==> config.mk <==
export PLATFORM = sky130hd
export DESIGN_NAME = wkc_top
export DESIGN_NICKNAME = d
export VERILOG_FILES = /design/src/wkc_pkg.sv /design/src/wkc_top.sv /design/src/wkc_filter.sv
export SDC_FILE = /design/constraint.sdc
export NUM_CORES = 1
export LEC_CHECK = 0
export ABC_AREA = 1
export BUFFER_PORTS_ARGS = -buffer_cell sky130_fd_sc_hd__buf_2
export CAP_MARGIN = 30
export CORE_MARGIN = 2
export CORE_UTILIZATION = 35
export DETAILED_ROUTE_END_ITERATION = 12
export GPL_TIMING_DRIVEN = 0
export HOLD_SLACK_MARGIN = 0.12
export SYNTH_ARGS = -nofsm -noshare
export SYNTH_HDL_FRONTEND = slang
export SYNTH_SLANG_ARGS = --single-unit
==> constraint.sdc <==
create_clock -name i_core_clk -period 2.34 [get_ports i_core_clk]
set_input_delay 0.351 -clock i_core_clk [delete_from_list [all_inputs] [get_ports i_core_clk]]
set_output_delay 0.351 -clock i_core_clk [all_outputs]
set_load 0.01 [all_outputs]
==> src/wkc_pkg.sv <==
// constants and carrier types for the wake input configuration block
package wkc_pkg;
    // clock and filter timing
    localparam int unsigned CLK_PERIOD_PS    = 8000;
    localparam int unsigned FLT_SHORT_US     = 16;
    localparam int unsigned FLT_LONG_US      = 64;
    localparam int unsigned FLT_SHORT_CYC    = (FLT_SHORT_US * 1000000 + CLK_PERIOD_PS - 1)
                                               / CLK_PERIOD_PS;
    localparam int unsigned FLT_LONG_CYC_DEF = (FLT_LONG_US * 1000000 + CLK_PERIOD_PS - 1)
                                               / CLK_PERIOD_PS;
    localparam int unsigned CNT_W            = 13;

    // register addresses on the serial register port
    localparam logic [6:0] ADDR_EWC  = 7'h07;
    localparam logic [6:0] ADDR_PULL = 7'h08;
    localparam logic [6:0] ADDR_FLT  = 7'h09;

    // reset values
    localparam logic [7:0] EWC_RST  = 8'h07;
    localparam logic [7:0] PULL_RST = 8'h00;
    localparam logic [7:0] FLT_RST  = 8'h00;

    // external wake control fields
    localparam int unsigned EWC_MEAS_BIT = 5;
    localparam int unsigned EWC_SYNC_BIT = 4;
    localparam logic [7:0]  EWC_WMASK    = 8'h3f;
    localparam logic [7:0]  EWC_FS_VAL   = 8'h07;
    localparam logic [7:0]  EWC_FS_KEEP  = 8'h10;
    localparam logic [7:0]  RD_NONE      = 8'h00;

    // pull field codes
    localparam logic [1:0] PULL_NONE = 2'h0;
    localparam logic [1:0] PULL_DOWN = 2'h1;
    localparam logic [1:0] PULL_UP   = 2'h2;
    localparam logic [1:0] PULL_AUTO = 2'h3;

    // filter field codes
    localparam logic [1:0] FLT_STAT_SHORT = 2'h0;
    localparam logic [1:0] FLT_STAT_LONG  = 2'h1;
    localparam logic [1:0] FLT_CYC_T1     = 2'h2;
    localparam logic [1:0] FLT_CYC_T2     = 2'h3;

    typedef struct packed {
        logic       wr;
        logic       rd;
        logic [6:0] addr;
        logic [7:0] wdata;
    } wkc_reg_req_t;

    typedef struct packed {
        logic normal;
        logic sleep;
        logic fail_safe_entry;
    } wkc_chip_state_t;

    typedef struct packed {
        logic             stable;
        logic [CNT_W-1:0] cnt;
        logic             evt;
    } wkc_flt_st_t;

    typedef struct packed {
        logic [7:0] ewc;
        logic [7:0] pull;
        logic [7:0] flt;
        logic [3:0] sync1;
        logic [3:0] sync2;
        logic [7:0] rdata;
        logic       meas_en;
        logic [7:0] pull_out;
        logic [3:0] evt;
        logic       sync_role;
        logic       sync_level;
    } wkc_top_st_t;
endpackage

==> src/wkc_top.sv <==
// wake input configuration registers, pin roles, pulls and wake filters
//
// Notes on behaviour
// - bits 7:6 of external wake control ignore writes and read as zero.
// - measurement select set removes wake inputs 1 and 2 as wake sources.
// - measurement function runs on inputs 1 and 2 only in normal state.
// - measurement select clear keeps inputs 1 and 2 as ordinary wakes.
// - measurement select resets to zero.
// - bit 4 zero makes pin four a wake input, one a sync input.
// - wake role of pin four is default and wins unless sync chosen.
// - bits 3:0 enable inputs 4..1; reset leaves 1 to 3 enabled.
// - transceiver wake sources are not enabled by this register.
// - fail-safe entry forces 000x 0111, keeping the sync-select bit.
// - two-bit pull field per input: none, down, up, automatic.
// - pin four in sync role outside sleep state uses pull-down regardless of its field.
// - pin four applies no pull selection in sleep state.
// - filter codes 00 and 01 give 16us and 64us static sensing.
// - codes 10 and 11 sense cyclically after timer settle, 16us filter.
`timescale 1ns/1ps
module wkc_top
    import wkc_pkg::*;
#(
    parameter int unsigned P_FLT_LONG_CYC = FLT_LONG_CYC_DEF
)
(
    input  wire logic            i_core_clk,
    input  wire logic            i_rstn,
    input  wire wkc_pkg::wkc_reg_req_t    i_reg_req,
    input  wire wkc_pkg::wkc_chip_state_t i_chip_state,
    input  wire logic [3:0]      i_wake_pin,
    input  wire logic [1:0]      i_timer_settled,
    output logic [7:0]           o_reg_rdata,
    output logic [3:0]           o_wake_event,
    output logic                 o_meas_enable,
    output logic [7:0]           o_pull_sel,
    output logic                 o_sync_role,
    output logic                 o_sync_level
);
    import wkc_pkg::*;

    localparam logic [CNT_W-1:0] LEN_SHORT = CNT_W'(FLT_SHORT_CYC);
    localparam logic [CNT_W-1:0] LEN_LONG  = CNT_W'(P_FLT_LONG_CYC);

    wkc_top_st_t      st_r;
    wkc_top_st_t      st_nxt;
    logic [3:0]       wake_role;
    logic [3:0]       wake_en;
    logic [3:0]       sense_ok;
    logic [3:0]       flt_evt;
    logic [CNT_W-1:0] flt_len [4];

    // pin roles: measurement takes inputs 1 and 2, sync takes pin four
    always_comb begin
        wake_role    = 4'hf;
        wake_role[0] = ~st_r.ewc[EWC_MEAS_BIT];
        wake_role[1] = ~st_r.ewc[EWC_MEAS_BIT];
        wake_role[3] = ~st_r.ewc[EWC_SYNC_BIT];
        // only pin enables feed wake here, transceivers wake elsewhere
        wake_en      = st_r.ewc[3:0] & wake_role;
    end

    // per-input filter selection and filter instances
    generate
        for (genvar g = 0; g < 4; g++) begin : g_in
            logic [1:0] code;
            assign code = st_r.flt[2*g +: 2];
            // static codes always sense, cyclic codes wait for timer settle
            assign sense_ok[g] = (code == FLT_CYC_T1) ? i_timer_settled[0] :
                                 (code == FLT_CYC_T2) ? i_timer_settled[1] :
                                 1'b1;
            assign flt_len[g]  = (code == FLT_STAT_LONG) ? LEN_LONG : LEN_SHORT;

            wkc_filter u_flt (
                .i_core_clk (i_core_clk),
                .i_rstn     (i_rstn),
                .i_level    (st_r.sync2[g]),
                .i_enable   (wake_en[g]),
                .i_sense_ok (sense_ok[g]),
                .i_len      (flt_len[g]),
                .o_event    (flt_evt[g])
            );
        end
    endgenerate

    always_comb begin
        st_nxt       = st_r;
        st_nxt.sync1 = i_wake_pin;
        st_nxt.sync2 = st_r.sync1;

        // register writes; reserved bits stay zero
        if (i_reg_req.wr) begin
            case (i_reg_req.addr)
                ADDR_EWC:  st_nxt.ewc  = i_reg_req.wdata & EWC_WMASK;
                ADDR_PULL: st_nxt.pull = i_reg_req.wdata;
                ADDR_FLT:  st_nxt.flt  = i_reg_req.wdata;
                default:   st_nxt.ewc  = st_r.ewc;
            endcase
        end

        // fail-safe entry overrides a same-cycle write
        if (i_chip_state.fail_safe_entry) begin
            st_nxt.ewc = EWC_FS_VAL | (st_r.ewc & EWC_FS_KEEP);
        end

        // register reads, answered one cycle later; unmapped reads zero
        if (i_reg_req.rd) begin
            case (i_reg_req.addr)
                ADDR_EWC:  st_nxt.rdata = st_r.ewc & EWC_WMASK;
                ADDR_PULL: st_nxt.rdata = st_r.pull;
                ADDR_FLT:  st_nxt.rdata = st_r.flt;
                default:   st_nxt.rdata = RD_NONE;
            endcase
        end

        st_nxt.meas_en = st_r.ewc[EWC_MEAS_BIT] & i_chip_state.normal;

        // effective pull selection per input
        st_nxt.pull_out = st_r.pull;
        if (i_chip_state.sleep) begin
            st_nxt.pull_out[7:6] = PULL_NONE;
        end else if (st_r.ewc[EWC_SYNC_BIT]) begin
            st_nxt.pull_out[7:6] = PULL_DOWN;
        end

        st_nxt.evt        = flt_evt;
        st_nxt.sync_role  = st_r.ewc[EWC_SYNC_BIT];
        st_nxt.sync_level = st_r.ewc[EWC_SYNC_BIT] & st_r.sync2[3];
    end

    always_ff @(posedge i_core_clk or negedge i_rstn) begin
        if (!i_rstn) begin
            st_r          <= '0;
            st_r.ewc      <= EWC_RST;
            st_r.pull     <= PULL_RST;
            st_r.flt      <= FLT_RST;
            st_r.pull_out <= PULL_RST;
        end else begin
            st_r <= st_nxt;
        end
    end

    assign o_reg_rdata   = st_r.rdata;
    assign o_wake_event  = st_r.evt;
    assign o_meas_enable = st_r.meas_en;
    assign o_pull_sel    = st_r.pull_out;
    assign o_sync_role   = st_r.sync_role;
    assign o_sync_level  = st_r.sync_level;

    a_rsv_bits_zero: assert property (@(posedge i_core_clk) disable iff (!i_rstn)
        st_r.ewc[7:6] == 2'b00)
        else $error("reserved wake control bits not zero");

    a_ewc_write: assert property (@(posedge i_core_clk) disable iff (!i_rstn)
        (i_reg_req.wr && i_reg_req.addr == ADDR_EWC && !i_chip_state.fail_safe_entry)
        |=> st_r.ewc == ($past(i_reg_req.wdata) & EWC_WMASK))
        else $error("wake control write not stored");

    a_meas_no_wake: assert property (@(posedge i_core_clk) disable iff (!i_rstn)
        ($past(st_r.ewc[EWC_MEAS_BIT], 2) && $past(st_r.ewc[EWC_MEAS_BIT]))
        |-> o_wake_event[1:0] == 2'b00)
        else $error("wake on measurement input");

    a_meas_normal: assert property (@(posedge i_core_clk) disable iff (!i_rstn)
        ##1 o_meas_enable == ($past(st_r.ewc[EWC_MEAS_BIT]) && $past(i_chip_state.normal)))
        else $error("measurement enable mismatch");

    a_fail_safe: assert property (@(posedge i_core_clk) disable iff (!i_rstn)
        i_chip_state.fail_safe_entry
        |=> st_r.ewc == {3'b000, $past(st_r.ewc[EWC_SYNC_BIT]), 4'b0111})
        else $error("fail-safe value not forced");

    a_sync_pull: assert property (@(posedge i_core_clk) disable iff (!i_rstn)
        (st_r.ewc[EWC_SYNC_BIT] && !i_chip_state.sleep) |=> o_pull_sel[7:6] == PULL_DOWN)
        else $error("sync pin not pulled down");

    a_sleep_pull: assert property (@(posedge i_core_clk) disable iff (!i_rstn)
        i_chip_state.sleep |=> o_pull_sel[7:6] == PULL_NONE)
        else $error("pin four pull active in sleep");

    a_pin4_sync_wake: assert property (@(posedge i_core_clk) disable iff (!i_rstn)
        ($past(st_r.ewc[EWC_SYNC_BIT], 2) && $past(st_r.ewc[EWC_SYNC_BIT]))
        |-> !o_wake_event[3])
        else $error("wake from pin four in sync role");

    a_rd_unmapped: assert property (@(posedge i_core_clk) disable iff (!i_rstn)
        (i_reg_req.rd && i_reg_req.addr != ADDR_EWC && i_reg_req.addr != ADDR_PULL
         && i_reg_req.addr != ADDR_FLT) |=> o_reg_rdata == RD_NONE)
        else $error("unmapped read not zero");
endmodule

==> src/wkc_filter.sv <==
// level-change filter for one wake input
`timescale 1ns/1ps
module wkc_filter
    import wkc_pkg::*;
(
    input  wire logic             i_core_clk,
    input  wire logic             i_rstn,
    input  wire logic             i_level,
    input  wire logic             i_enable,
    input  wire logic             i_sense_ok,
    input  wire logic [CNT_W-1:0] i_len,
    output logic                  o_event
);
    wkc_flt_st_t st_r;
    wkc_flt_st_t st_nxt;

    // a change must hold for i_len sampled cycles before it is accepted
    always_comb begin
        st_nxt     = st_r;
        st_nxt.evt = 1'b0;
        if (!i_sense_ok || (i_level == st_r.stable)) begin
            st_nxt.cnt = '0;
        end else if (st_r.cnt == i_len - 1'b1) begin
            st_nxt.stable = i_level;
            st_nxt.cnt    = '0;
            st_nxt.evt    = i_enable;
        end else begin
            st_nxt.cnt = st_r.cnt + 1'b1;
        end
    end

    always_ff @(posedge i_core_clk or negedge i_rstn) begin
        if (!i_rstn) begin
            st_r <= '0;
        end else begin
            st_r <= st_nxt;
        end
    end

    assign o_event = st_r.evt;

    a_evt_full_time: assert property (@(posedge i_core_clk) disable iff (!i_rstn)
        o_event |-> $past(st_r.cnt) == $past(i_len) - 1'b1 && $past(i_enable))
        else $error("wake event without full filter time");
endmodule

=== After elaboration in Yosys (flattened, before gate mapping) ===
Index checks and enable logic that the tools add are counted.
Widths: inputs -> output; s select.

* Logic and storage cells: 119
* Memories: 0
* Latch bits: 0
* Memory bits (read-only): 0
* Input bits: 28
* Register bits: 113
* Output and inout port bits: 23
* Bits in writable memories: 0

* Divide/modulo/power cells: 0
* Reduce and logical (&&, ||, !) cells: 18
* Magnitude comparators: 0
* Equality and inequality tests: 23
* Multiplexer cells: 36
* $mul: 0
* Shift-type cells: 0
* $add $sub $neg: 8
* Bitwise logic cells: 10

{| class="wikitable"
|+ Operator list
! cell !! count
|-
| $mux 13 || 12
|-
| $add 13x1->13 const B || 4
|-
| $eq 13x13->1 || 4
|-
| $sub 13x1->13 const B || 4
|-
| $pmux 8 s3 || 1
|-
| $mux 22 || 1
|-
| $eq 2x2->1 const B || 8
|-
| $mux 1 || 16
|-
| $mux 8 || 2
|-
| $eq 7x4->1 const B || 2
|-
| $reduce_and 2->1 || 7
|-
| $mux 6 || 2
|-
| $eq 2x1->1 const B || 4
|-
| $eq 7x3->1 const B || 1
|-
| $not 1->1 || 7
|-
| $and 4x4->4 || 1
|-
| $eq 1x1->1 || 4
|-
| $logic_not 1->1 || 4
|-
| $logic_or 1x1->1 || 4
|-
| $mux 2 || 2
|-
| $reduce_bool 2->1 || 2
|-
| $reduce_and 3->1 || 1
|-
| $and 1x1->1 || 2
|}

=== Depth between registers and ports, before layout ===
Gate-level depths: netlist of run 1.

* Depth after elaboration: 7
* Depth in mapped cells: 10
* Depth with buffers taken out: 9

=== Hierarchy ===
Synthesis of run 1 repeated with hierarchy kept, for this count alone.

* Cells, all modules: 1,061
* Area total of the unflattened synthesis: 7,576.0 µm²

{| class="wikitable"
|+ By module, submodules not included
! module !! instances !! cells each !! area an instance (µm²)
|-
| wkc_filter at g_in[1].u_flt ... || 3 || 203 || 1,292.5
|-
| wkc_top || 1 || 251 || 2,357.3
|-
| wkc_filter at g_in[0].u_flt || 1 || 201 || 1,341.3
|}

=== Worst setup path before layout of run 1 ===
OpenSTA, ideal clock, no wires.

* Kind: reg-to-reg
* Start point: register g_in[1].u_flt.st_r[1] in the netlist's numbering
* End point: register g_in[1].u_flt.st_r[11] in the netlist's numbering
* Buffers on the path: 1
* Setup time: 121 ps
* Setup slack: 962 ps
* Arrival: 1,257 ps
* Required time: 2,219 ps
* Cell stages (with the launch flop): 10
* Path through: dfrtp_1 ha_1 nand3_1 nor2_1 nand2_1 inv_1 nand2_1 nand2_1 buf_2 nor2_1

{| class="wikitable"
|+ RTL lines
! what !! line !! source
|-
| start, declared || wkc_filter.sv:14 || <nowiki>wkc_flt_st_t st_r;</nowiki>
|-
| start signal, assigned || wkc_filter.sv:36 || <nowiki>st_r <= st_nxt;</nowiki>
|}

==> flow_summary.html, run 1 <==
<table>
<tr><th>Metric</th><th>Value</th></tr>
<tr><th colspan="2">Synth</th></tr>
<tr><td>Most area-hungry cell type in the Yosys netlist</td><td>sky130_fd_sc_hd__dfrtp_1</td></tr>
<tr><td>Synth Warn #</td><td>0</td></tr>
<tr><td>Async SR Flop Fraction</td><td>1.00</td></tr>
<tr><td>Fraction of post-synthesis cell area in the top cell type by area</td><td>0.509</td></tr>
<tr><td>Total of flip-flops plus latches after synthesis</td><td>113</td></tr>
<tr><td>Gate count after technology mapping</td><td>about 670</td></tr>
<tr><td>Ranking of synthesized cells by area</td><td>sky130_fd_sc_hd__dfrtp_1 (51%), sky130_fd_sc_hd__nand2_1 (12%), sky130_fd_sc_hd__nor2_1 (8.2%)</td></tr>
<tr><td>Number of enable-type register cells in the synthesized netlist</td><td>0</td></tr>
<tr><td>Synthesized cell area</td><td>around 5400 µm²</td></tr>
<tr><td>Sequential element share of the synthesized area</td><td>0.524</td></tr>
<tr><td>Library cells used by synthesis</td><td>27</td></tr>
<tr><td>Main flop type after synthesis</td><td>sky130_fd_sc_hd__dfrtp_1</td></tr>
<tr><td>Number of nets in the synthesized netlist</td><td>698</td></tr>
<tr><td>Post-Syn Area per Cell</td><td>~8.1 µm²</td></tr>
<tr><th colspan="2">Cells and area</th></tr>
<tr><td>Net count reported at finish</td><td>~770</td></tr>
<tr><td>Layout cell share with drive strength beyond 1</td><td>0.152</td></tr>
<tr><td>Reg area</td><td>around 2800 µm²</td></tr>
<tr><td>Number of antenna cells inserted</td><td>0</td></tr>
<tr><td>Post-layout utilization of the core</td><td>0.436</td></tr>
<tr><td>Area Growth Syn to Fin</td><td>22.0%</td></tr>
<tr><td>Area occupied by multi-input gates</td><td>2110 µm²</td></tr>
<tr><td>Number of filler instances in the final layout</td><td>around 1500</td></tr>
<tr><td>Post-route cell area</td><td>roughly 6600 µm²</td></tr>
<tr><td>Count of placed standard cells in the final layout, fillers left out</td><td>943</td></tr>
<tr><th colspan="2">Setup path</th></tr>
<tr><td>Number of cells on the critical path</td><td>8</td></tr>
<tr><td>Critical path required time</td><td>2.62 ns</td></tr>
<tr><td>Worst-path fanout max</td><td>10</td></tr>
<tr><td>Cell at the slowest stage of the critical path</td><td>sky130_fd_sc_hd__dfrtp_1</td></tr>
<tr><td>Depth of the worst register-to-register path</td><td>8</td></tr>
<tr><td>Setup crit start kind</td><td>register</td></tr>
<tr><td>Most used cell, CP</td><td>sky130_fd_sc_hd__nand2_1</td></tr>
<tr><td>WS Path Type</td><td>reg2reg</td></tr>
<tr><td>Largest delay contributor family on the critical path</td><td>simple AND/OR/NAND/NOR gates</td></tr>
<tr><td>Buffer and inverter count on the worst path</td><td>1</td></tr>
<tr><td>Largest incremental delay on the critical path</td><td>0.38 ns</td></tr>
<tr><td>Worst path arrival time</td><td>1.92 ns</td></tr>
<tr><td>Endpoint class of the critical path</td><td>register</td></tr>
<tr><td>Crit path cell chain</td><td>ha_1 -&gt; nand3_1 -&gt; nor2_1 -&gt; nand2_1 -&gt; inv_1 -&gt; nand2_1 -&gt; nand2_1 -&gt; nor2_1</td></tr>
<tr><th colspan="2">Clocking</th></tr>
<tr><td>Cell chosen for the clock root</td><td>sky130_fd_sc_hd__clkbuf_16</td></tr>
<tr><td>Clock sink total</td><td>about 110</td></tr>
<tr><td>Number of buffers added by the clock tree synthesis step</td><td>17</td></tr>
<tr><td>TritonCTS clock tree</td><td>built</td></tr>
<tr><td>Reg clk slew, reported paths</td><td>0.06 ns</td></tr>
<tr><td>CTS resizes</td><td>0</td></tr>
<tr><td>Number of H-tree levels</td><td>4</td></tr>
<tr><td>Maximum buffer depth of the clock tree</td><td>2</td></tr>
<tr><td>Clock insertion delay at the later pin of the skew report</td><td>a little over 0.4 ns</td></tr>
<tr><th colspan="2">Detailed routing</th></tr>
<tr><td>1st-iter DRT viols</td><td>300</td></tr>
<tr><td>Routed length per instance</td><td>11.6 µm</td></tr>
<tr><td>DR vias</td><td>4253</td></tr>
<tr><td>Routed via count divided by cell count</td><td>roughly 4.5</td></tr>
<tr><td>Remaining antenna violation count</td><td>0</td></tr>
<tr><td>Number of design rule violations left after detail routing</td><td>0</td></tr>
<tr><td>Sum of routed wire length over all layers</td><td>around 11000 µm</td></tr>
<tr><td>Drt pass-1 iters</td><td>7</td></tr>
<tr><th colspan="2">Min path</th></tr>
<tr><td>Number of instances on the worst hold path</td><td>3</td></tr>
<tr><td>Hold WC Path Type</td><td>in2reg</td></tr>
<tr><th colspan="2">Place</th></tr>
<tr><td>Post-placement cell area</td><td>about 6000 µm²</td></tr>
<tr><td>Final RePlAce weighted congestion</td><td>~0.83</td></tr>
<tr><td>Port buffer count</td><td>49</td></tr>
<tr><td>Dpl hpwl</td><td>roughly 7700 µm</td></tr>
<tr><td>Post-Place Cells</td><td>approximately 900</td></tr>
<tr><th colspan="2">Pwr</th></tr>
<tr><td>Proportion of power drawn by the clock network</td><td>0.521</td></tr>
<tr><td>Power dissipated by switching net loads</td><td>roughly 1.1 mW</td></tr>
<tr><td>Static Leakage</td><td>3.37 nW</td></tr>
<tr><td>Total power per unit cell area</td><td>762 nW/µm²</td></tr>
<tr><td>Proportion of power drawn by combinational gates</td><td>0.066</td></tr>
<tr><td>Fraction of power spent switching nets</td><td>0.226</td></tr>
<tr><td>Worst VDD drop</td><td>between 0.5 and 0.6 mV</td></tr>
<tr><td>Total power draw</td><td>5.03 mW</td></tr>
<tr><td>Sequential cell fraction of total power</td><td>0.413</td></tr>
<tr><td>Cell-internal power</td><td>3.89 mW</td></tr>
<tr><th colspan="2">Global routing</th></tr>
<tr><td>Grt total ovfl</td><td>0</td></tr>
<tr><td>Maximum number of pins on one net before global-route repair</td><td>61</td></tr>
<tr><td>GRT Util Overall</td><td>0.149</td></tr>
<tr><td>Via count of the first global-routing pass</td><td>between 4000 and 5000</td></tr>
<tr><td>Antenna violations before repair</td><td>0</td></tr>
<tr><td>First-pass GRT wire length</td><td>around 19000 µm</td></tr>
<tr><th colspan="2">Floorplanning</th></tr>
<tr><td>Die H</td><td>between 100 and 150 µm</td></tr>
<tr><td>Initial Utilization</td><td>0.357</td></tr>
<tr><td>Floorplan die width</td><td>approximately 130 µm</td></tr>
<tr><td>Num ports</td><td>51</td></tr>
<tr><td>Number of rows in the core area</td><td>45</td></tr>
<tr><td>Std-Cell Core Area</td><td>around 15000 µm²</td></tr>
<tr><td>Die area</td><td>about 16000 µm²</td></tr>
<tr><th colspan="2">Timing</th></tr>
<tr><td>RSZ-0062 raised after global routing</td><td>false</td></tr>
<tr><td>Setup violators final</td><td>0</td></tr>
<tr><td>Number of max-slew violations in the final report</td><td>0</td></tr>
<tr><td>Max-Slew Margin vs Limit</td><td>0.651</td></tr>
<tr><td>Worst Skew</td><td>just over 0.009 ns</td></tr>
<tr><td>Hold violation count in the final report</td><td>0</td></tr>
<tr><td>Smallest hold slack</td><td>0.181 ns</td></tr>
<tr><td>Highest achievable clock rate</td><td>between 0.6 and 0.7 GHz</td></tr>
<tr><td>Final critical-path share of the clock period</td><td>0.702</td></tr>
<tr><td>Transition at the pin with the smallest max-transition slack</td><td>between 0.5 and 0.6 ns</td></tr>
<tr><td>Period minus WS final</td><td>roughly 1.6 ns</td></tr>
<tr><th colspan="2">Status</th></tr>
<tr><td>Status</td><td>finished clean</td></tr>
<tr><th colspan="2">Job</th></tr>
<tr><td>Max capacitance violation total</td><td>0</td></tr>
</table>
## final cells by class
type	count	share of cell area
clock inverters	10	0.0201
well taps	188	0.0357
clock buffers	22	0.0719
plain buffers	25	0.0277
multi-input cells	453	0.320
flip-flops and latches	113	0.429
inverters	75	0.0427
repair buffers	57	0.0529
## synthesized netlist by cell type, drive strengths merged, types with 2 or more instances
master and number:
xor2 21, nand4 7, o21ai 25, xnor2 11
nor2 121, buf 24, dfstp 3, nand3 67
o211ai 2, nor3 11, nand2 175, a21oi 7
ha 4, inv 75, dfrtp 110
## worst min-delay path, cell delays in order
cell and delay (ns):
sky130_fd_sc_hd__buf_2 0.10, sky130_fd_sc_hd__nand2_1 0.05, sky130_fd_sc_hd__o21ai_0 0.06
## power by group through the flow
stage,registers [mW],logic (mW),clock network (mW)
floorplan,2.10,0.188,0
global placement,2.11,0.320,0
detailed placement,2.11,0.330,0
CTS,2.08,0.342,2.70
global route,2.09,0.385,2.80
finish,2.08,0.331,2.62
## per-stage QoR
| stage | setup WS [ns] | setup TNS [ns] |
|---|---|---|
| after floorplan | 0.962 | 0 |
| after detailed placement | 0.673 | 0 |
| after CTS | 0.666 | 0 |
| after global placement | -0.511 | -55.46 |
| after global routing | 0.500 | 0 |
| final | 0.696 | 0 |
## sequential cells by signal (all words and copies together), names as in the netlist, 4 cells and up
register and count:
g_in.code 8, st_nxt 11, o_reg_rdata 8, st_r 11, g_in.u_flt.st_r 56, o_wake_event 4
o_pull_sel 8, g_in.u_flt.o_event 4
## routing by layer
metal,track usage,vias up,routed length (µm)
li1,-,2215,-
met1,0.193,1943,5380
met2,0.230,76,4960
met3,0.0430,19,386
met4,0.0705,0,238
met5,0,-,0
## cells by family after synthesis
| kind of cell | Yosys count | share of synthesized area |
|---|---|---|
| and+or+nand+nor | 382 | 0.295 |
| DFF | 113 | 0.524 |
| buffers and inverters | 100 | 0.0859 |
| AOI/OAI and AO/OA | 35 | 0.0338 |
| xor gates and xnor gates | 32 | 0.0519 |
| adders and majority gates | 4 | 0.00926 |
## layout by cell type (no fill, tap or decap), drive strengths merged
cell type	n
a21oi	7
buf	74
bufinv	3
clkbuf	23
clkinv	4
clkinvlp	3
dfrtp	110
dfstp	3
dlygate4sd3	7
ha	4
inv	75
nand2	175
nand3	67
nand3b	1
nand4	7
nor2	121
nor3	11
o211ai	2
o21ai	25
o21bai	1
xnor2	11
xor2	21
## final timing paths
path / to / slack [ns] / startpoint
min in group asynchronous: g_in[3].u_flt.st_r[4] / 0.46 / i_rstn
worst min-delay path: st_r[45] / 0.18 / i_reg_req[6]
worst max-delay path: g_in[3].u_flt.st_r[12] / 0.70 / g_in[3].u_flt.st_r[1]
max in group asynchronous: st_r[49] / 1.19 / i_rstn
worst max register to register: g_in[3].u_flt.st_r[12] / 0.70 / g_in[3].u_flt.st_r[1]
worst min register to register: st_r[25] / 0.35 / st_nxt[25]
## what timing repair did
action | CTS | global route
setup buffers | 0 | 0
hold buffers | 7 | 0
endpoints found under the hold margin | 59 | 0
endpoints found under the setup margin | 0 | 0
No activity file was read; power rests on OpenSTA's default activity.
==> run 2: changes to the inputs <==
ABC_AREA = 0   (was 1)
clock period = 1.6 ns   (was 2.34 ns; I/O delays follow)
==> run 2 against run 1 <==
  * Worst setup slack got worse by 1.0 ns
  * Fmax decreased by 15%
  * First-iteration DRC count increased by 13%
  * The flow now finishes with violations (setup timing)
  * Synthesized cell count decreased by 31%
  * Global-route usage increased by 1.9 points
  * Critical path depth decreased by 3
==> flow_summary.html, run 2 <==
<table>
<tr><th>Metric</th><th>Value</th></tr>
<tr><th colspan="2">Timing</th></tr>
<tr><td>Worst Skew</td><td>0.00831 ns</td></tr>
<tr><td>Transition at the pin with the smallest max-transition slack</td><td>about 0.74 ns</td></tr>
<tr><td>Smallest hold slack</td><td>between 0.2 and 0.25 ns</td></tr>
<tr><td>Period minus WS final</td><td>1.93 ns</td></tr>
<tr><td>Setup violators final</td><td>57</td></tr>
<tr><td>Number of max-slew violations in the final report</td><td>0</td></tr>
<tr><td>Hold violation count in the final report</td><td>0</td></tr>
<tr><td>Max-Slew Margin vs Limit</td><td>0.505</td></tr>
<tr><td>Final worst-path setup slack</td><td>-0.331 ns</td></tr>
<tr><td>Final critical-path share of the clock period</td><td>1.21</td></tr>
<tr><td>Fin Setup TNS</td><td>-10.53 ns</td></tr>
<tr><td>RSZ-0062 raised after global routing</td><td>true</td></tr>
<tr><td>Highest achievable clock rate</td><td>a little over 0.5 GHz</td></tr>
<tr><th colspan="2">Floorplanning</th></tr>
<tr><td>Num ports</td><td>51</td></tr>
<tr><td>Die H</td><td>between 100 and 150 µm</td></tr>
<tr><td>Initial Utilization</td><td>0.361</td></tr>
<tr><td>Floorplan die width</td><td>between 100 and 150 µm</td></tr>
<tr><td>Std-Cell Core Area</td><td>between 10000 and 15000 µm²</td></tr>
<tr><td>Die area</td><td>15300 µm²</td></tr>
<tr><td>Number of rows in the core area</td><td>between 40 and 50</td></tr>
<tr><th colspan="2">Global routing</th></tr>
<tr><td>First-pass GRT wire length</td><td>19600 µm</td></tr>
<tr><td>Grt total ovfl</td><td>0</td></tr>
<tr><td>GRT Util Overall</td><td>0.167</td></tr>
<tr><td>Antenna violations before repair</td><td>0</td></tr>
<tr><td>Via count of the first global-routing pass</td><td>~4000</td></tr>
<tr><td>Maximum number of pins on one net before global-route repair</td><td>between 50 and 60</td></tr>
<tr><th colspan="2">Clocking</th></tr>
<tr><td>Clock sink total</td><td>around 110</td></tr>
<tr><td>Cell chosen for the clock root</td><td>sky130_fd_sc_hd__clkbuf_16</td></tr>
<tr><td>Number of H-tree levels</td><td>4</td></tr>
<tr><td>Number of buffers added by the clock tree synthesis step</td><td>17</td></tr>
<tr><td>Reg clk slew, reported paths</td><td>roughly 0.050 ns</td></tr>
<tr><td>Clock insertion delay at the later pin of the skew report</td><td>0.41 ns</td></tr>
<tr><td>TritonCTS clock tree</td><td>built</td></tr>
<tr><td>Maximum buffer depth of the clock tree</td><td>2</td></tr>
<tr><th colspan="2">Setup path</th></tr>
<tr><td>Setup crit start kind</td><td>register</td></tr>
<tr><td>Cell at the slowest stage of the critical path</td><td>sky130_fd_sc_hd__or4_4</td></tr>
<tr><td>Crit path cell chain</td><td>or3b_4 -&gt; or4_4 -&gt; o22ai_4 -&gt; and2b_1 -&gt; mux2_4</td></tr>
<tr><td>Critical path required time</td><td>approximately 1.9 ns</td></tr>
<tr><td>Largest incremental delay on the critical path</td><td>0.44 ns</td></tr>
<tr><td>Depth of the worst register-to-register path</td><td>5</td></tr>
<tr><td>Worst-path fanout max</td><td>2</td></tr>
<tr><td>Endpoint class of the critical path</td><td>register</td></tr>
<tr><td>WS Path Type</td><td>reg2reg</td></tr>
<tr><td>Worst path arrival time</td><td>between 2 and 2.5 ns</td></tr>
<tr><th colspan="2">Synth</th></tr>
<tr><td>Multiplexer fraction of the synthesized cell area</td><td>0.0595</td></tr>
<tr><td>Post-Syn Area per Cell</td><td>roughly 11 µm²</td></tr>
<tr><td>Most instantiated cells after synthesis</td><td>sky130_fd_sc_hd__dfrtp_1 (110), sky130_fd_sc_hd__nor2_1 (69), sky130_fd_sc_hd__nand2_1 (34), sky130_fd_sc_hd__nand3_1 (27), sky130_fd_sc_hd__xor2_1 (26)</td></tr>
<tr><td>Dominant combinational cell family by area after synthesis</td><td>simple AND/OR/NAND/NOR gates</td></tr>
<tr><td>Post-Synth Adder-Cell Area</td><td>0.00995</td></tr>
<tr><td>Basic-gate share of the synthesized area counting and, or, nand and nor cells</td><td>0.199</td></tr>
<tr><td>Ranking of synthesized cells by area</td><td>sky130_fd_sc_hd__dfrtp_1 (55%), sky130_fd_sc_hd__nor2_1 (5.2%), sky130_fd_sc_hd__mux2_2 (4.9%)</td></tr>
<tr><td>Synthesized cell area</td><td>5030 µm²</td></tr>
<tr><td>Number of nets in the synthesized netlist</td><td>between 400 and 500</td></tr>
<tr><td>Total of flip-flops plus latches after synthesis</td><td>~110</td></tr>
<tr><td>Synth Warn #</td><td>0</td></tr>
<tr><td>Xor/xnor share of the synthesized area</td><td>0.0836</td></tr>
<tr><td>Sequential element share of the synthesized area</td><td>0.563</td></tr>
<tr><td>Async SR Flop Fraction</td><td>1.00</td></tr>
<tr><td>Dominant cell by count in the synthesized netlist</td><td>sky130_fd_sc_hd__dfrtp_1</td></tr>
<tr><td>Gate count after technology mapping</td><td>between 400 and 500</td></tr>
<tr><td>Fraction of post-synthesis cell area in the top cell type by area</td><td>0.547</td></tr>
<tr><td>Number of enable-type register cells in the synthesized netlist</td><td>0</td></tr>
<tr><td>Library cells used by synthesis</td><td>43</td></tr>
<tr><td>Most area-hungry cell type in the Yosys netlist</td><td>sky130_fd_sc_hd__dfrtp_1</td></tr>
<tr><td>Synthesized-area fraction occupied by ao, oa, aoi and oai cells</td><td>0.0368</td></tr>
<tr><td>Main flop type after synthesis</td><td>sky130_fd_sc_hd__dfrtp_1</td></tr>
<tr><th colspan="2">Pwr</th></tr>
<tr><td>Proportion of power drawn by the clock network</td><td>0.526</td></tr>
<tr><td>Power dissipated by switching net loads</td><td>between 1.5 and 2 mW</td></tr>
<tr><td>Total power draw</td><td>roughly 7.4 mW</td></tr>
<tr><td>Static Leakage</td><td>3.17 nW</td></tr>
<tr><td>Proportion of power drawn by combinational gates</td><td>0.063</td></tr>
<tr><td>Fraction of power spent switching nets</td><td>0.210</td></tr>
<tr><td>Sequential cell fraction of total power</td><td>0.411</td></tr>
<tr><td>Worst VDD drop</td><td>between 0.8 and 0.9 mV</td></tr>
<tr><td>Cell-internal power</td><td>5.84 mW</td></tr>
<tr><td>Total power per unit cell area</td><td>approximately 1000 nW/µm²</td></tr>
<tr><th colspan="2">Cells and area</th></tr>
<tr><td>Net count reported at finish</td><td>618</td></tr>
<tr><td>Post-layout utilization of the core</td><td>0.507</td></tr>
<tr><td>Max reg flops</td><td>56</td></tr>
<tr><td>Layout cell share with drive strength beyond 1</td><td>0.396</td></tr>
<tr><td>Count of placed standard cells in the final layout, fillers left out</td><td>between 700 and 800</td></tr>
<tr><td>Area Growth Syn to Fin</td><td>40.6%</td></tr>
<tr><td>Commonest non-fill, non-tap cell in the layout</td><td>sky130_fd_sc_hd__dfrtp_1</td></tr>
<tr><td>Commonest cells after routing, fill and taps aside</td><td>sky130_fd_sc_hd__dfrtp_1 (107), sky130_fd_sc_hd__buf_4 (49), sky130_fd_sc_hd__buf_2 (48)</td></tr>
<tr><td>Number of antenna cells inserted</td><td>0</td></tr>
<tr><td>Largest register by flop count</td><td>g_in.u_flt.st_r</td></tr>
<tr><th colspan="2">Min path</th></tr>
<tr><td>Number of instances on the worst hold path</td><td>3</td></tr>
<tr><td>Hold WC Path Type</td><td>in2reg</td></tr>
<tr><th colspan="2">Detailed routing</th></tr>
<tr><td>Remaining antenna violation count</td><td>0</td></tr>
<tr><td>Sum of routed wire length over all layers</td><td>12100 µm</td></tr>
<tr><td>1st-iter DRT viols</td><td>between 300 and 400</td></tr>
<tr><td>Routed length per instance</td><td>around 16 µm</td></tr>
<tr><td>DR vias</td><td>~3900</td></tr>
<tr><td>Routed via count divided by cell count</td><td>a little under 5</td></tr>
<tr><td>Number of design rule violations left after detail routing</td><td>0</td></tr>
<tr><td>Drt pass-1 iters</td><td>4</td></tr>
<tr><th colspan="2">Place</th></tr>
<tr><td>Dpl hpwl</td><td>roughly 7400 µm</td></tr>
<tr><td>Post-Place Cells</td><td>~690</td></tr>
<tr><td>Port buffer count</td><td>49</td></tr>
<tr><td>Final RePlAce weighted congestion</td><td>roughly 0.8</td></tr>
<tr><th colspan="2">Job</th></tr>
<tr><td>Max capacitance violation total</td><td>0</td></tr>
<tr><th colspan="2">Status</th></tr>
<tr><td>Status</td><td>finished, violations left</td></tr>
<tr><td>Violated checks</td><td>setup timing</td></tr>
</table>
-- run 2: cell type report --
type / instances / area (µm²)
Buffer: 28 / 223
Fill cell: 1217 / 6860
Multi-Input combinational cell: 309 / 2320
Clock buffer: 28 / 517
Tap cell: 180 / 225
Clock inverter: 4 / 95.1
Timing Repair Buffer: 108 / 817
Sequential cell: 113 / 2840
Inverter: 9 / 33.8
-- run 2: path summary, 6_finish.rpt --
| path | start | endpoint | slack, ns |
|---|---|---|---|
| min reg2reg | g_in[2].u_flt.o_event | o_wake_event[2] | 0.34 |
| max | g_in[2].u_flt.st_r[7] | g_in[2].u_flt.st_r[14] | -0.33 |
| max in group asynchronous | i_rstn | st_r[49] | 0.41 |
| max reg2reg | g_in[2].u_flt.st_r[7] | g_in[2].u_flt.st_r[14] | -0.33 |
| min in group asynchronous | i_rstn | o_pull_sel[6] | 0.43 |
| min | i_reg_req[15] | o_reg_rdata[3] | 0.23 |
-- run 2: repair_timing --
action,4_1_cts,5_1_grt
gates cloned,2,1
pin swaps,11,19
gates resized for setup,43,61
hold buffers,16,0
buffers inserted,33,10
endpoints found under the setup margin,65,71
endpoints found under the hold margin,81,0
-- run 2: power groups by stage --
stage	Clock, mW	Combinational [mW]	Sequential [mW]
floorplan	0	0.184	3.05
global placement	0	0.335	3.07
detailed placement	0	0.353	3.08
CTS	3.96	0.430	3.03
global route	4.11	0.517	3.04
finish	3.89	0.469	3.04
-- run 2: cells by family after synthesis --
group	after synthesis
adders and majority gates	4
DFF	113
xor gates and xnor gates	48
AOI/OAI and AO/OA	29
muxes	27
and+or+nand+nor	201
buffers and inverters	40
-- run 2: critical path: cells and delay by family, from the launching register on --
family | cells | cell delay (ns)
DFF | 1 | 0.39
AOI/OAI and AO/OA | 1 | 0.12
muxes | 1 | 0.30
and+or+nand+nor | 3 | 1.01
-- run 2: through the flow --
step / worst slack (ns) / cell area, µm²
after global placement: -1.02 / 5570
after global routing: -0.382 / 7070
after CTS: -0.290 / 6760
after detailed placement: -0.664 / 5600
final: -0.331 / 7070
after floorplan: -0.232 / 5100
-- run 2: metal layers --
| layer | up-vias | track usage | part of all wire |
|---|---|---|---|
| li1 | 1815 | - | - |
| met1 | 1970 | 0.213 | 0.43 |
| met2 | 68 | 0.276 | 0.51 |
| met3 | 20 | 0.0490 | 0.038 |
| met4 | 0 | 0.0518 | 0.017 |
| met5 | - | 0 | 0 |
